===== src/fcq_pkg.sv =====
// Shared constants and types of the flash command and query host controller.
package fcq_pkg;

	// ------------------------------------------------------------------
	// Widths
	// ------------------------------------------------------------------
	localparam int ADDR_W = 23;
	localparam int DATA_W = 16;
	localparam int APB_AW = 8;

	// ------------------------------------------------------------------
	// Register map of the controller
	// ------------------------------------------------------------------
	localparam logic [APB_AW-1:0] REG_CMD    = 8'h00;
	localparam logic [APB_AW-1:0] REG_ADDR   = 8'h04;
	localparam logic [APB_AW-1:0] REG_WDATA  = 8'h08;
	localparam logic [APB_AW-1:0] REG_RDATA  = 8'h0C;
	localparam logic [APB_AW-1:0] REG_STATUS = 8'h10;

	localparam int CMD_OP_LSB   = 0;
	localparam int CMD_AUTO_BIT = 4;
	localparam int ST_BUSY      = 0;
	localparam int ST_MODE_LSB  = 1;
	localparam int ST_TIMEOUT   = 3;
	localparam int ST_ABORT     = 4;
	localparam int ST_REFUSED   = 5;

	localparam logic [ADDR_W-1:0] ADDR_RESET_VAL  = 23'h000000;
	localparam logic [DATA_W-1:0] WDATA_RESET_VAL = 16'h0000;

	// ------------------------------------------------------------------
	// Operations, device modes and states
	// ------------------------------------------------------------------
	typedef enum logic [2:0] {
		OP_NONE      = 3'h0,
		OP_WRITE     = 3'h1,
		OP_READ      = 3'h2,
		OP_RESET     = 3'h3,
		OP_AUTOSEL   = 3'h4,
		OP_QUERY     = 3'h5,
		OP_ABORT_RST = 3'h6
	} fcq_op_t;

	typedef enum logic [1:0] {
		MODE_ARRAY   = 2'h0,
		MODE_AUTOSEL = 2'h1,
		MODE_QUERY   = 2'h2
	} fcq_mode_t;

	typedef enum logic [2:0] {
		SQ_IDLE  = 3'b001,
		SQ_ISSUE = 3'b010,
		SQ_WAIT  = 3'b100
	} fcq_sq_t;

	typedef enum logic [3:0] {
		CY_IDLE  = 4'b0001,
		CY_SETUP = 4'b0010,
		CY_PULSE = 4'b0100,
		CY_HOLD  = 4'b1000
	} fcq_cy_t;

	// ------------------------------------------------------------------
	// Flash command codes and addresses
	// ------------------------------------------------------------------
	localparam logic [DATA_W-1:0] CMD_RESET   = 16'h00F0;
	localparam logic [DATA_W-1:0] CMD_UNLOCK1 = 16'h00AA;
	localparam logic [DATA_W-1:0] CMD_UNLOCK2 = 16'h0055;
	localparam logic [DATA_W-1:0] CMD_AUTOSEL = 16'h0090;
	localparam logic [DATA_W-1:0] CMD_QUERY   = 16'h0098;
	localparam logic [ADDR_W-1:0] ADDR_UNLOCK1 = 23'h000555;
	localparam logic [ADDR_W-1:0] ADDR_UNLOCK2 = 23'h0002AA;
	localparam logic [ADDR_W-1:0] ADDR_QUERY   = 23'h000055;
	localparam int DQ_TIMEOUT_BIT = 5;
	localparam int DQ_ABORT_BIT   = 1;

	// ------------------------------------------------------------------
	// Bus cycle timing
	// ------------------------------------------------------------------
	localparam int CLK_PERIOD_NS    = 10;
	localparam int T_ADDR_SETUP_NS  = 10;
	localparam int T_WE_PULSE_NS    = 40;
	localparam int T_READ_ACCESS_NS = 100;
	localparam int T_CE_HOLD_NS     = 20;
	localparam int SETUP_CYC = (T_ADDR_SETUP_NS + CLK_PERIOD_NS - 1) / CLK_PERIOD_NS;
	localparam int WRITE_CYC = (T_WE_PULSE_NS + CLK_PERIOD_NS - 1) / CLK_PERIOD_NS;
	localparam int READ_CYC  = (T_READ_ACCESS_NS + CLK_PERIOD_NS - 1) / CLK_PERIOD_NS;
	localparam int HOLD_CYC  = (T_CE_HOLD_NS + CLK_PERIOD_NS - 1) / CLK_PERIOD_NS;

endpackage


===== src/fcq_host.sv =====
// Host controller that issues command and query sequences to a parallel flash.
//
// Contract
// - Host issues only valid command sequences, and refuses an invalid one by setting the refused status flag.
// - Host writes reset on timeout status, or to leave autoselect mode.
// - On buffer abort status without timeout status, host issues the three-write abort reset sequence.
// - Autoselect is two unlock writes then command, from array mode only.
// - Query mode is entered by 98h written to word 55h when ready.
module fcq_host
	import fcq_pkg::*;
(
	input  wire logic              ref_clk,
	input  wire logic              resetn,
	input  wire logic              psel,
	input  wire logic              penable,
	input  wire logic              pwrite,
	input  wire logic [APB_AW-1:0] paddr,
	input  wire logic [31:0]       pwdata,
	output logic      [31:0]       prdata,
	output logic                   pready,
	output logic                   pslverr,
	output logic                   flashCeN,
	output logic                   flashWeN,
	output logic                   flashOeN,
	output logic      [ADDR_W-1:0] flashAddr,
	output logic      [DATA_W-1:0] flashDqOut,
	output logic                   flashDqOe,
	input  wire logic [DATA_W-1:0] flashDqIn
);

	// ------------------------------------------------------------------
	// Sequence helpers
	// ------------------------------------------------------------------
	function automatic logic [ADDR_W+DATA_W:0] stepInfo(fcq_op_t op, logic [1:0] step,
			logic [ADDR_W-1:0] a, logic [DATA_W-1:0] d);
		logic [ADDR_W+DATA_W:0] r;
		r = {1'b1, a, d};
		case (op)
			OP_READ:  r = {1'b0, a, d};
			OP_RESET: r = {1'b1, a, CMD_RESET};
			OP_QUERY: r = {1'b1, ADDR_QUERY, CMD_QUERY};
			OP_AUTOSEL, OP_ABORT_RST: begin
				case (step)
					2'h0:    r = {1'b1, ADDR_UNLOCK1, CMD_UNLOCK1};
					2'h1:    r = {1'b1, ADDR_UNLOCK2, CMD_UNLOCK2};
					default: r = {1'b1, ADDR_UNLOCK1,
						(op == OP_AUTOSEL) ? CMD_AUTOSEL : CMD_RESET};
				endcase
			end
			default: r = {1'b1, a, d};
		endcase
		return r;
	endfunction

	function automatic logic [1:0] lastStep(fcq_op_t op);
		return (op == OP_AUTOSEL || op == OP_ABORT_RST) ? 2'h2 : 2'h0;
	endfunction

	// Autoselect is only offered from array mode; nothing here tracks erase
	// suspend, so that entry path is left to plain raw writes.
	function automatic logic opAllowed(fcq_op_t op, fcq_mode_t mode);
		case (op)
			OP_WRITE, OP_READ, OP_RESET, OP_ABORT_RST, OP_QUERY: return 1'b1;
			OP_AUTOSEL: return mode == MODE_ARRAY;
			default:    return 1'b0;
		endcase
	endfunction

	// ------------------------------------------------------------------
	// Reset release
	// ------------------------------------------------------------------
	logic rstMeta_reg, rstN_reg;

	always_ff @(posedge ref_clk or negedge resetn) begin
		if (!resetn) begin
			rstMeta_reg <= 1'b0;
			rstN_reg    <= 1'b0;
		end else begin
			rstMeta_reg <= 1'b1;
			rstN_reg    <= rstMeta_reg;
		end
	end

	// ------------------------------------------------------------------
	// Declarations
	// ------------------------------------------------------------------
	fcq_sq_t           sq_reg, sq_next;
	fcq_op_t           op_reg, op_next, newOp;
	fcq_mode_t         mode_reg, mode_next;
	logic [1:0]        step_reg, step_next;
	logic [ADDR_W-1:0] addr_reg, addr_next, cyAddr_reg, cyAddr_next;
	logic [DATA_W-1:0] wdata_reg, wdata_next, rdata_reg, rdata_next;
	logic [DATA_W-1:0] cyData_reg, cyData_next, cyRdata;
	logic              cyStart_reg, cyStart_next, cyWrite_reg, cyWrite_next, cyDone;
	logic              autoRec_reg, autoRec_next;
	logic              timeout_reg, timeout_next, abort_reg, abort_next;
	logic              refused_reg, refused_next;
	logic [31:0]       prdata_reg, prdata_next;
	logic              pready_reg, pready_next, pslverr_reg, pslverr_next;
	logic              apbWr, cmdWr, stClr;

	assign apbWr = psel && penable && pready_reg && pwrite;
	assign cmdWr = apbWr && paddr == REG_CMD;
	assign stClr = apbWr && paddr == REG_STATUS;
	assign newOp = fcq_op_t'(pwdata[CMD_OP_LSB +: 3]);

	// ------------------------------------------------------------------
	// Register slave
	// ------------------------------------------------------------------
	always_comb begin
		prdata_next  = 32'h00000000;
		pready_next  = 1'b0;
		pslverr_next = 1'b0;
		if (psel && !penable) begin
			pready_next = 1'b1;
			case (paddr)
				REG_CMD:    prdata_next = {27'h0, autoRec_reg, 1'b0, op_reg};
				REG_ADDR:   prdata_next = {9'h000, addr_reg};
				REG_WDATA:  prdata_next = {16'h0000, wdata_reg};
				REG_RDATA:  prdata_next = {16'h0000, rdata_reg};
				REG_STATUS: prdata_next = {26'h0, refused_reg, abort_reg, timeout_reg,
					mode_reg, sq_reg != SQ_IDLE};
				default:    pslverr_next = 1'b1;
			endcase
		end
	end

	// ------------------------------------------------------------------
	// Command sequencer
	// ------------------------------------------------------------------
	always_comb begin
		logic setT, setA, setR;
		setT         = 1'b0;
		setA         = 1'b0;
		setR         = 1'b0;
		sq_next      = sq_reg;
		op_next      = op_reg;
		mode_next    = mode_reg;
		step_next    = step_reg;
		addr_next    = addr_reg;
		wdata_next   = wdata_reg;
		rdata_next   = rdata_reg;
		autoRec_next = autoRec_reg;
		cyStart_next = 1'b0;
		cyWrite_next = cyWrite_reg;
		cyAddr_next  = cyAddr_reg;
		cyData_next  = cyData_reg;
		if (apbWr && paddr == REG_ADDR) begin
			addr_next = pwdata[ADDR_W-1:0];
		end
		if (apbWr && paddr == REG_WDATA) begin
			wdata_next = pwdata[DATA_W-1:0];
		end
		case (sq_reg)
			SQ_IDLE: begin
				if (cmdWr) begin
					if (opAllowed(newOp, mode_reg)) begin
						op_next      = newOp;
						autoRec_next = pwdata[CMD_AUTO_BIT];
						step_next    = 2'h0;
						sq_next      = SQ_ISSUE;
					end else begin
						setR = 1'b1;
					end
				end
			end
			SQ_ISSUE: begin
				setR = cmdWr;
				{cyWrite_next, cyAddr_next, cyData_next} =
					stepInfo(op_reg, step_reg, addr_reg, wdata_reg);
				cyStart_next = 1'b1;
				sq_next      = SQ_WAIT;
			end
			SQ_WAIT: begin
				setR = cmdWr;
				if (cyDone) begin
					if (step_reg != lastStep(op_reg)) begin
						step_next = step_reg + 2'h1;
						sq_next   = SQ_ISSUE;
					end else begin
						sq_next = SQ_IDLE;
						case (op_reg)
							OP_RESET, OP_ABORT_RST: mode_next = MODE_ARRAY;
							OP_AUTOSEL:             mode_next = MODE_AUTOSEL;
							OP_QUERY:               mode_next = MODE_QUERY;
							default:                mode_next = mode_reg;
						endcase
						if (op_reg == OP_READ) begin
							rdata_next = cyRdata;
							if (autoRec_reg && cyRdata[DQ_TIMEOUT_BIT]) begin
								setT      = 1'b1;
								op_next   = OP_RESET;
								step_next = 2'h0;
								sq_next   = SQ_ISSUE;
							end else if (autoRec_reg && cyRdata[DQ_ABORT_BIT]) begin
								setA      = 1'b1;
								op_next   = OP_ABORT_RST;
								step_next = 2'h0;
								sq_next   = SQ_ISSUE;
							end
						end
					end
				end
			end
			default: sq_next = SQ_IDLE;
		endcase
		// A flag raised in the same cycle as its clear survives the clear.
		timeout_next = (timeout_reg & ~(stClr & pwdata[ST_TIMEOUT])) | setT;
		abort_next   = (abort_reg & ~(stClr & pwdata[ST_ABORT])) | setA;
		refused_next = (refused_reg & ~(stClr & pwdata[ST_REFUSED])) | setR;
	end

	always_ff @(posedge ref_clk or negedge rstN_reg) begin
		if (!rstN_reg) begin
			sq_reg      <= SQ_IDLE;
			op_reg      <= OP_NONE;
			mode_reg    <= MODE_ARRAY;
			step_reg    <= 2'h0;
			addr_reg    <= ADDR_RESET_VAL;
			wdata_reg   <= WDATA_RESET_VAL;
			rdata_reg   <= WDATA_RESET_VAL;
			autoRec_reg <= 1'b0;
			cyStart_reg <= 1'b0;
			cyWrite_reg <= 1'b0;
			cyAddr_reg  <= ADDR_RESET_VAL;
			cyData_reg  <= WDATA_RESET_VAL;
			timeout_reg <= 1'b0;
			abort_reg   <= 1'b0;
			refused_reg <= 1'b0;
			prdata_reg  <= 32'h00000000;
			pready_reg  <= 1'b0;
			pslverr_reg <= 1'b0;
		end else begin
			sq_reg      <= sq_next;
			op_reg      <= op_next;
			mode_reg    <= mode_next;
			step_reg    <= step_next;
			addr_reg    <= addr_next;
			wdata_reg   <= wdata_next;
			rdata_reg   <= rdata_next;
			autoRec_reg <= autoRec_next;
			cyStart_reg <= cyStart_next;
			cyWrite_reg <= cyWrite_next;
			cyAddr_reg  <= cyAddr_next;
			cyData_reg  <= cyData_next;
			timeout_reg <= timeout_next;
			abort_reg   <= abort_next;
			refused_reg <= refused_next;
			prdata_reg  <= prdata_next;
			pready_reg  <= pready_next;
			pslverr_reg <= pslverr_next;
		end
	end

	assign prdata  = prdata_reg;
	assign pready  = pready_reg;
	assign pslverr = pslverr_reg;

	// ------------------------------------------------------------------
	// Flash bus cycles
	// ------------------------------------------------------------------
	fcq_cycle u_cycle (
		.clk       (ref_clk),
		.rstN      (rstN_reg),
		.start     (cyStart_reg),
		.isWrite   (cyWrite_reg),
		.addr      (cyAddr_reg),
		.wdata     (cyData_reg),
		.dqIn      (flashDqIn),
		.ceN       (flashCeN),
		.weN       (flashWeN),
		.oeN       (flashOeN),
		.flashAddr (flashAddr),
		.dqOut     (flashDqOut),
		.dqOe      (flashDqOe),
		.rdata     (cyRdata),
		.done      (cyDone)
	);
endmodule


===== src/fcq_cycle.sv =====
// Single asynchronous flash bus cycle engine: one read or one write per start.
module fcq_cycle
	import fcq_pkg::*;
#(
	parameter int SETUP_N = SETUP_CYC,
	parameter int WRITE_N = WRITE_CYC,
	parameter int READ_N  = READ_CYC,
	parameter int HOLD_N  = HOLD_CYC
) (
	input  wire logic              clk,
	input  wire logic              rstN,
	input  wire logic              start,
	input  wire logic              isWrite,
	input  wire logic [ADDR_W-1:0] addr,
	input  wire logic [DATA_W-1:0] wdata,
	input  wire logic [DATA_W-1:0] dqIn,
	output logic                   ceN,
	output logic                   weN,
	output logic                   oeN,
	output logic      [ADDR_W-1:0] flashAddr,
	output logic      [DATA_W-1:0] dqOut,
	output logic                   dqOe,
	output logic      [DATA_W-1:0] rdata,
	output logic                   done
);

	// The counters are four bits wide, so longer phases cannot be served.
	if (SETUP_N < 1 || WRITE_N < 1 || READ_N < 1 || HOLD_N < 1 ||
		SETUP_N > 16 || WRITE_N > 16 || READ_N > 16 || HOLD_N > 16) begin : g_badCounts
		$error("fcq_cycle: cycle counts must lie in 1..16");
	end

	fcq_cy_t           cy_reg, cy_next;
	logic [3:0]        cnt_reg, cnt_next;
	logic              wr_reg, wr_next;
	logic              ceN_reg, ceN_next, weN_reg, weN_next, oeN_reg, oeN_next;
	logic [ADDR_W-1:0] addr_reg, addr_next;
	logic [DATA_W-1:0] dqOut_reg, dqOut_next, rdata_reg, rdata_next;
	logic              dqOe_reg, dqOe_next, done_reg, done_next;
	logic [DATA_W-1:0] dqMeta_reg, dqSync_reg;

	// ------------------------------------------------------------------
	// Cycle sequencing
	// ------------------------------------------------------------------
	// The sampled data is two cycles old because of the synchroniser; the read
	// strobe is not lengthened to cover it, so data is taken two cycles before READ_N ends.
	always_comb begin
		cy_next    = cy_reg;
		cnt_next   = cnt_reg;
		wr_next    = wr_reg;
		ceN_next   = ceN_reg;
		weN_next   = weN_reg;
		oeN_next   = oeN_reg;
		addr_next  = addr_reg;
		dqOut_next = dqOut_reg;
		dqOe_next  = dqOe_reg;
		rdata_next = rdata_reg;
		done_next  = 1'b0;
		case (cy_reg)
			CY_IDLE: begin
				if (start) begin
					cy_next    = CY_SETUP;
					ceN_next   = 1'b0;
					addr_next  = addr;
					dqOut_next = wdata;
					dqOe_next  = isWrite;
					wr_next    = isWrite;
					cnt_next   = 4'(SETUP_N - 1);
				end
			end
			CY_SETUP: begin
				if (cnt_reg == 4'h0) begin
					cy_next = CY_PULSE;
					if (wr_reg) begin
						weN_next = 1'b0;
						cnt_next = 4'(WRITE_N - 1);
					end else begin
						oeN_next = 1'b0;
						cnt_next = 4'(READ_N - 1);
					end
				end else begin
					cnt_next = cnt_reg - 4'h1;
				end
			end
			CY_PULSE: begin
				if (cnt_reg == 4'h0) begin
					cy_next  = CY_HOLD;
					weN_next = 1'b1;
					oeN_next = 1'b1;
					cnt_next = 4'(HOLD_N - 1);
					if (!wr_reg) begin
						rdata_next = dqSync_reg;
					end
				end else begin
					cnt_next = cnt_reg - 4'h1;
				end
			end
			CY_HOLD: begin
				if (cnt_reg == 4'h0) begin
					cy_next   = CY_IDLE;
					ceN_next  = 1'b1;
					dqOe_next = 1'b0;
					done_next = 1'b1;
				end else begin
					cnt_next = cnt_reg - 4'h1;
				end
			end
			default: begin
				cy_next   = CY_IDLE;
				ceN_next  = 1'b1;
				weN_next  = 1'b1;
				oeN_next  = 1'b1;
				dqOe_next = 1'b0;
			end
		endcase
	end

	always_ff @(posedge clk or negedge rstN) begin
		if (!rstN) begin
			cy_reg     <= CY_IDLE;
			cnt_reg    <= 4'h0;
			wr_reg     <= 1'b0;
			ceN_reg    <= 1'b1;
			weN_reg    <= 1'b1;
			oeN_reg    <= 1'b1;
			addr_reg   <= '0;
			dqOut_reg  <= '0;
			dqOe_reg   <= 1'b0;
			rdata_reg  <= '0;
			done_reg   <= 1'b0;
			dqMeta_reg <= '0;
			dqSync_reg <= '0;
		end else begin
			cy_reg     <= cy_next;
			cnt_reg    <= cnt_next;
			wr_reg     <= wr_next;
			ceN_reg    <= ceN_next;
			weN_reg    <= weN_next;
			oeN_reg    <= oeN_next;
			addr_reg   <= addr_next;
			dqOut_reg  <= dqOut_next;
			dqOe_reg   <= dqOe_next;
			rdata_reg  <= rdata_next;
			done_reg   <= done_next;
			dqMeta_reg <= dqIn;
			dqSync_reg <= dqMeta_reg;
		end
	end

	assign ceN       = ceN_reg;
	assign weN       = weN_reg;
	assign oeN       = oeN_reg;
	assign flashAddr = addr_reg;
	assign dqOut     = dqOut_reg;
	assign dqOe      = dqOe_reg;
	assign rdata     = rdata_reg;
	assign done      = done_reg;
endmodule


===== config.mk =====
export PLATFORM = sky130hd
export DESIGN_NAME = fcq_host
export DESIGN_NICKNAME = d
export VERILOG_FILES = /design/src/fcq_pkg.sv /design/src/fcq_host.sv /design/src/fcq_cycle.sv
export SDC_FILE = /design/constraint.sdc
export NUM_CORES = 1
export LEC_CHECK = 0
export BUFFER_PORTS_ARGS = -buffer_cell sky130_fd_sc_hd__buf_2
export CAP_MARGIN = 20
export CORE_MARGIN = 3
export CORE_UTILIZATION = 46
export CTS_CLUSTER_SIZE = 8
export DETAILED_ROUTE_END_ITERATION = 12
export MAX_ROUTING_LAYER = met4
export PLACE_DENSITY = 0.66
export SLEW_MARGIN = 20
export SYNTH_ARGS = -nofsm -noshare
export SYNTH_HDL_FRONTEND = slang
export SYNTH_HIERARCHICAL = 1
export SYNTH_SLANG_ARGS = --single-unit

===== constraint.sdc =====
create_clock -name ref_clk -period 9.51 [get_ports ref_clk]
set_input_delay 0 -clock ref_clk [delete_from_list [all_inputs] [get_ports ref_clk]]
set_output_delay 0 -clock ref_clk [all_outputs]
set_load 0.05 [all_outputs]

==> metrics.md <==
| Metric | Value |
|---|---|
| Full die area | between 20000 and 25000 µm² |
| # hold bufs at CTS | 46 |
| Power Dens Cells | between 150 and 200 nW/µm² |
| Fillers | approximately 1700 |
| DRC viols | 0 |
| Max VDD drop | ~0.00013 V |
| Combinational share of power | under 10% |
| Yosys warning count | 6 |
| Hold Vio Cnt, Final | 0 |
| RSZ-0062 raised after global routing | false |
| Number of nets still failing antenna checks after routing | 0 |
| Crit-path max cell delay | 0.59 ns |
| Power share of the clock group | approximately half |
| Core area | approximately 20000 µm² |
| Setup TNS | 0 ns |
| Setup ws final | ~7 ns |
| Detailed Routing Iterations Pass 1 | 5 |
| Vias | between 6000 and 7000 |
| Worst EP required | 9.93 ns |
| Num CTS Buffers | 35 |
| Avg Inst Size Synth | roughly 14 µm² |
| Chip Height | around 150 µm |
| Total track usage | between 10% and 20% |
| Number of H-tree levels | 2 |
| Clock Sink Count | 238 |
| Global-route wire length before repair | 33.7 mm |
| CTS tree | done |
| Max clock buf depth | 3 |
| Critical Path End Type | register |
| Dpl cells | approximately 1100 |
| N_diodes | 0 |
| Max transition margin | approximately 25% |
| Synth cell types | slightly above 70 |
| Async SR Flop Fraction | 100% |
| Placer congestion estimate | 0.827 |
| Crit Path Category | reg -> reg |
| Total grt overflow | 0 |
| Clk root buf | clkbuf_16 |
| Synth Flop Type | dfrtp_1 |
| Switching power | roughly 500 µW |
| Nets@finish | between 900 and 1000 |
| Die X | roughly 150 µm |
| EDFF count, synth | 0 |
| Slowest cell on the critical path | a21oi_4 |
| Syn Inst Count | ~710 |
| WL per Instance | approximately 18 µm |
| Input/output buffers | approximately 120 |
| Final Max Slew Viols | 0 |
| Area Overhead vs Synth | 22.4% |
| Clock transition at path regs | about 0.050 ns |
| Post-Route WL | a little over 20 mm |
| Critical Path Source Type | register |
| CP max FO | 52 |
| Initial core utilization | a little under half |
| Initial drt markers | between 300 and 400 |
| Postcts setup bufs | 0 |
| Period utilisation layout | 26.4% |
| Hold crit path type | in -> reg |
| Sequential power share | between 40% and 50% |
| Vias per cell | between 5 and 6 |
| Tightest Pin Transition | between 1 and 1.5 ns |
| Worst-Skew Late Latency | about 0.50 ns |
| Seq/Total Area, Yosys | between 60% and 70% |
| Leak | between 0.006 and 0.007 µW |
| Setup violators final | 0 |
| Top delay family on crit path | compound AO/OA/AOI/OAI gates |
| Status | complete, no violations |
| Post-CTS sizing | 0 |
| CP bufs+invs | 1 |
| Pint | 1750 µW |
| Top cell type's share of synthesized area | around 60% |
| WP data arrival | roughly 2.9 ns |
| Synthesized cell area | 9740 µm² |
| Vias in the first global route | 6233 |
| Pin count of the biggest net entering global routing | 87 |
| Overall Power | approximately 2300 µW |
| Area leader, netlist | dfrtp_1 |
| Pre-CTS WS | 6.72 ns |
| CP Cell Sequence | or3b_1, buf_4, a21oi_4, o21a_1, nand2_1, nand3_1 |
| Sw Share | between 20% and 30% |
| Antenna violations before repair | 0 |
| Post-layout min period | 2.51 ns |
| Fraction of layout cells with a size suffix above 1 | between 30% and 40% |
| Seq cells post-synth | about 240 |
| Row count | 52 |
| Max frequency | 399 MHz |
| Max cap viols | 0 |
| Final HPWL DP | around 14 mm |
| Clock skew | 0.0142 ns |
| Finished Layout Cells | between 1000 and 1500 |
| I/O pin count | between 100 and 150 |
| Synth area leaders | dfrtp_1 60%, mux2_2 11%, mux2_4 4.6% |
[power by group through the flow]
stage / Combinational [µW] / Sequential (µW) / Clock (µW)
5_1_grt: 126 / 1060 / 1160
3_5_place_dp: 97.3 / 1070 / 0
3_3_place_gp: 95.8 / 1070 / 0
4_1_cts: 112 / 1050 / 1120
2_1_floorplan: 69.5 / 1070 / 0
6_report: 111 / 1050 / 1090
[routing by layer]
metal / track usage, % / wire length, µm / vias to the layer above
met5: - / 0 / -
met4: 5.26 / 351 / 0
met3: 3.42 / 1140 / 26
met2: 27.8 / 9470 / 177
met1: 27.6 / 9710 / 3150
li1: - / - / 2913
[area by class of cell]
type | count | area, µm² | area share, %
flip-flops and latches | 238 | 5970 | 50.0
repair buffers | 170 | 1100 | 9.21
clock inverters | 2 | 25.0 | 0.210
multi-input cells | 427 | 3520 | 29.5
well taps | 270 | 338 | 2.83
clock buffers | 43 | 937 | 7.86
inverters | 10 | 37.5 | 0.315
[worst min-delay path: stages]
cell	delay, ns
buf_2	0.12
nor4_4	0.07
nand3_1	0.20
nor2_1	0.08
[Yosys cell counts (3+ instances only)]
master     count
a211oi_1       4
a21oi_1       20
a221o_1        6
a22o_1        23
a22oi_1       21
a2bb2oi_1      3
a31oi_1       10
and3_1         8
buf_1          4
buf_2         15
buf_4          9
buf_6          4
clkbuf_1      13
dfrtp_1      233
dfstp_2        5
ha_1           5
inv_1         10
mux2_2        92
mux2_4        30
mux2i_1        5
nand2_1       40
nand2b_1       5
nand3_1        5
nand3b_1       5
nor2_1        34
nor2b_1        5
nor3_1         8
nor3b_1        4
o21a_1         3
o21ai_0       18
o22ai_1        4
o2bb2ai_1      5
o31ai_1        5
o41ai_1        3
[final timing paths]
kind | endpoint | depth (start not counted) | startpoint | slack [ns]
min in group asynchronous | u_cycle/dqMeta_reg[1] | 0 | rstN_reg | 0.35
setup / recovery | cyData_reg[0] | 6 | sq_reg[1] | 7.00
hold / removal | prdata[3] | 4 | paddr[5] | 0.04
setup reg to reg | cyData_reg[0] | 6 | sq_reg[1] | 7.00
max in group asynchronous | cyAddr_reg[13] | 2 | rstN_reg | 7.30
hold reg to reg | u_cycle/dqSync_reg[0] | 0 | u_cycle/dqMeta_reg[0] | 0.34
[cells in the final DEF (no fill, tap or decap), types with 18 or more instances in the layout]
| cell type | instances |
|---|---|
| dfrtp_1 | 232 |
| buf_2 | 119 |
| mux2_2 | 92 |
| dlygate4sd3_1 | 46 |
| nand2_1 | 40 |
| clkbuf_16 | 36 |
| nor2_1 | 34 |
| mux2_4 | 30 |
| a22o_1 | 23 |
| a22oi_1 | 21 |
| a21oi_1 | 20 |
| o21ai_0 | 18 |
[stage by stage]
step | instance area [µm²] | hold WS, ns | utilization (%)
6_report | 11900 | 0.0357 | 58.2
5_1_grt | 11900 | 0.0744 | 58.2
4_1_cts | 11900 | 0.0259 | 58.1
3_5_place_dp | 10500 | -0.214 | 51.2
3_3_place_gp | 10500 | -0.213 | 51.2
2_1_floorplan | 9770 | -0.296 | -
[logic make-up after synthesis]
kind of cell               after synthesis  synth area share, %
and+or+nand+nor                        142                 8.52
DFF                                    238                 61.2
other                                    2               0.0771
adders and majority gates                5                0.642
AOI/OAI and AO/OA                      140                 10.5
xor gates and xnor gates                 3                0.270
muxes                                  127                 15.8
buffers and inverters                   56                 3.02
(Power assumes the default switching activity.)
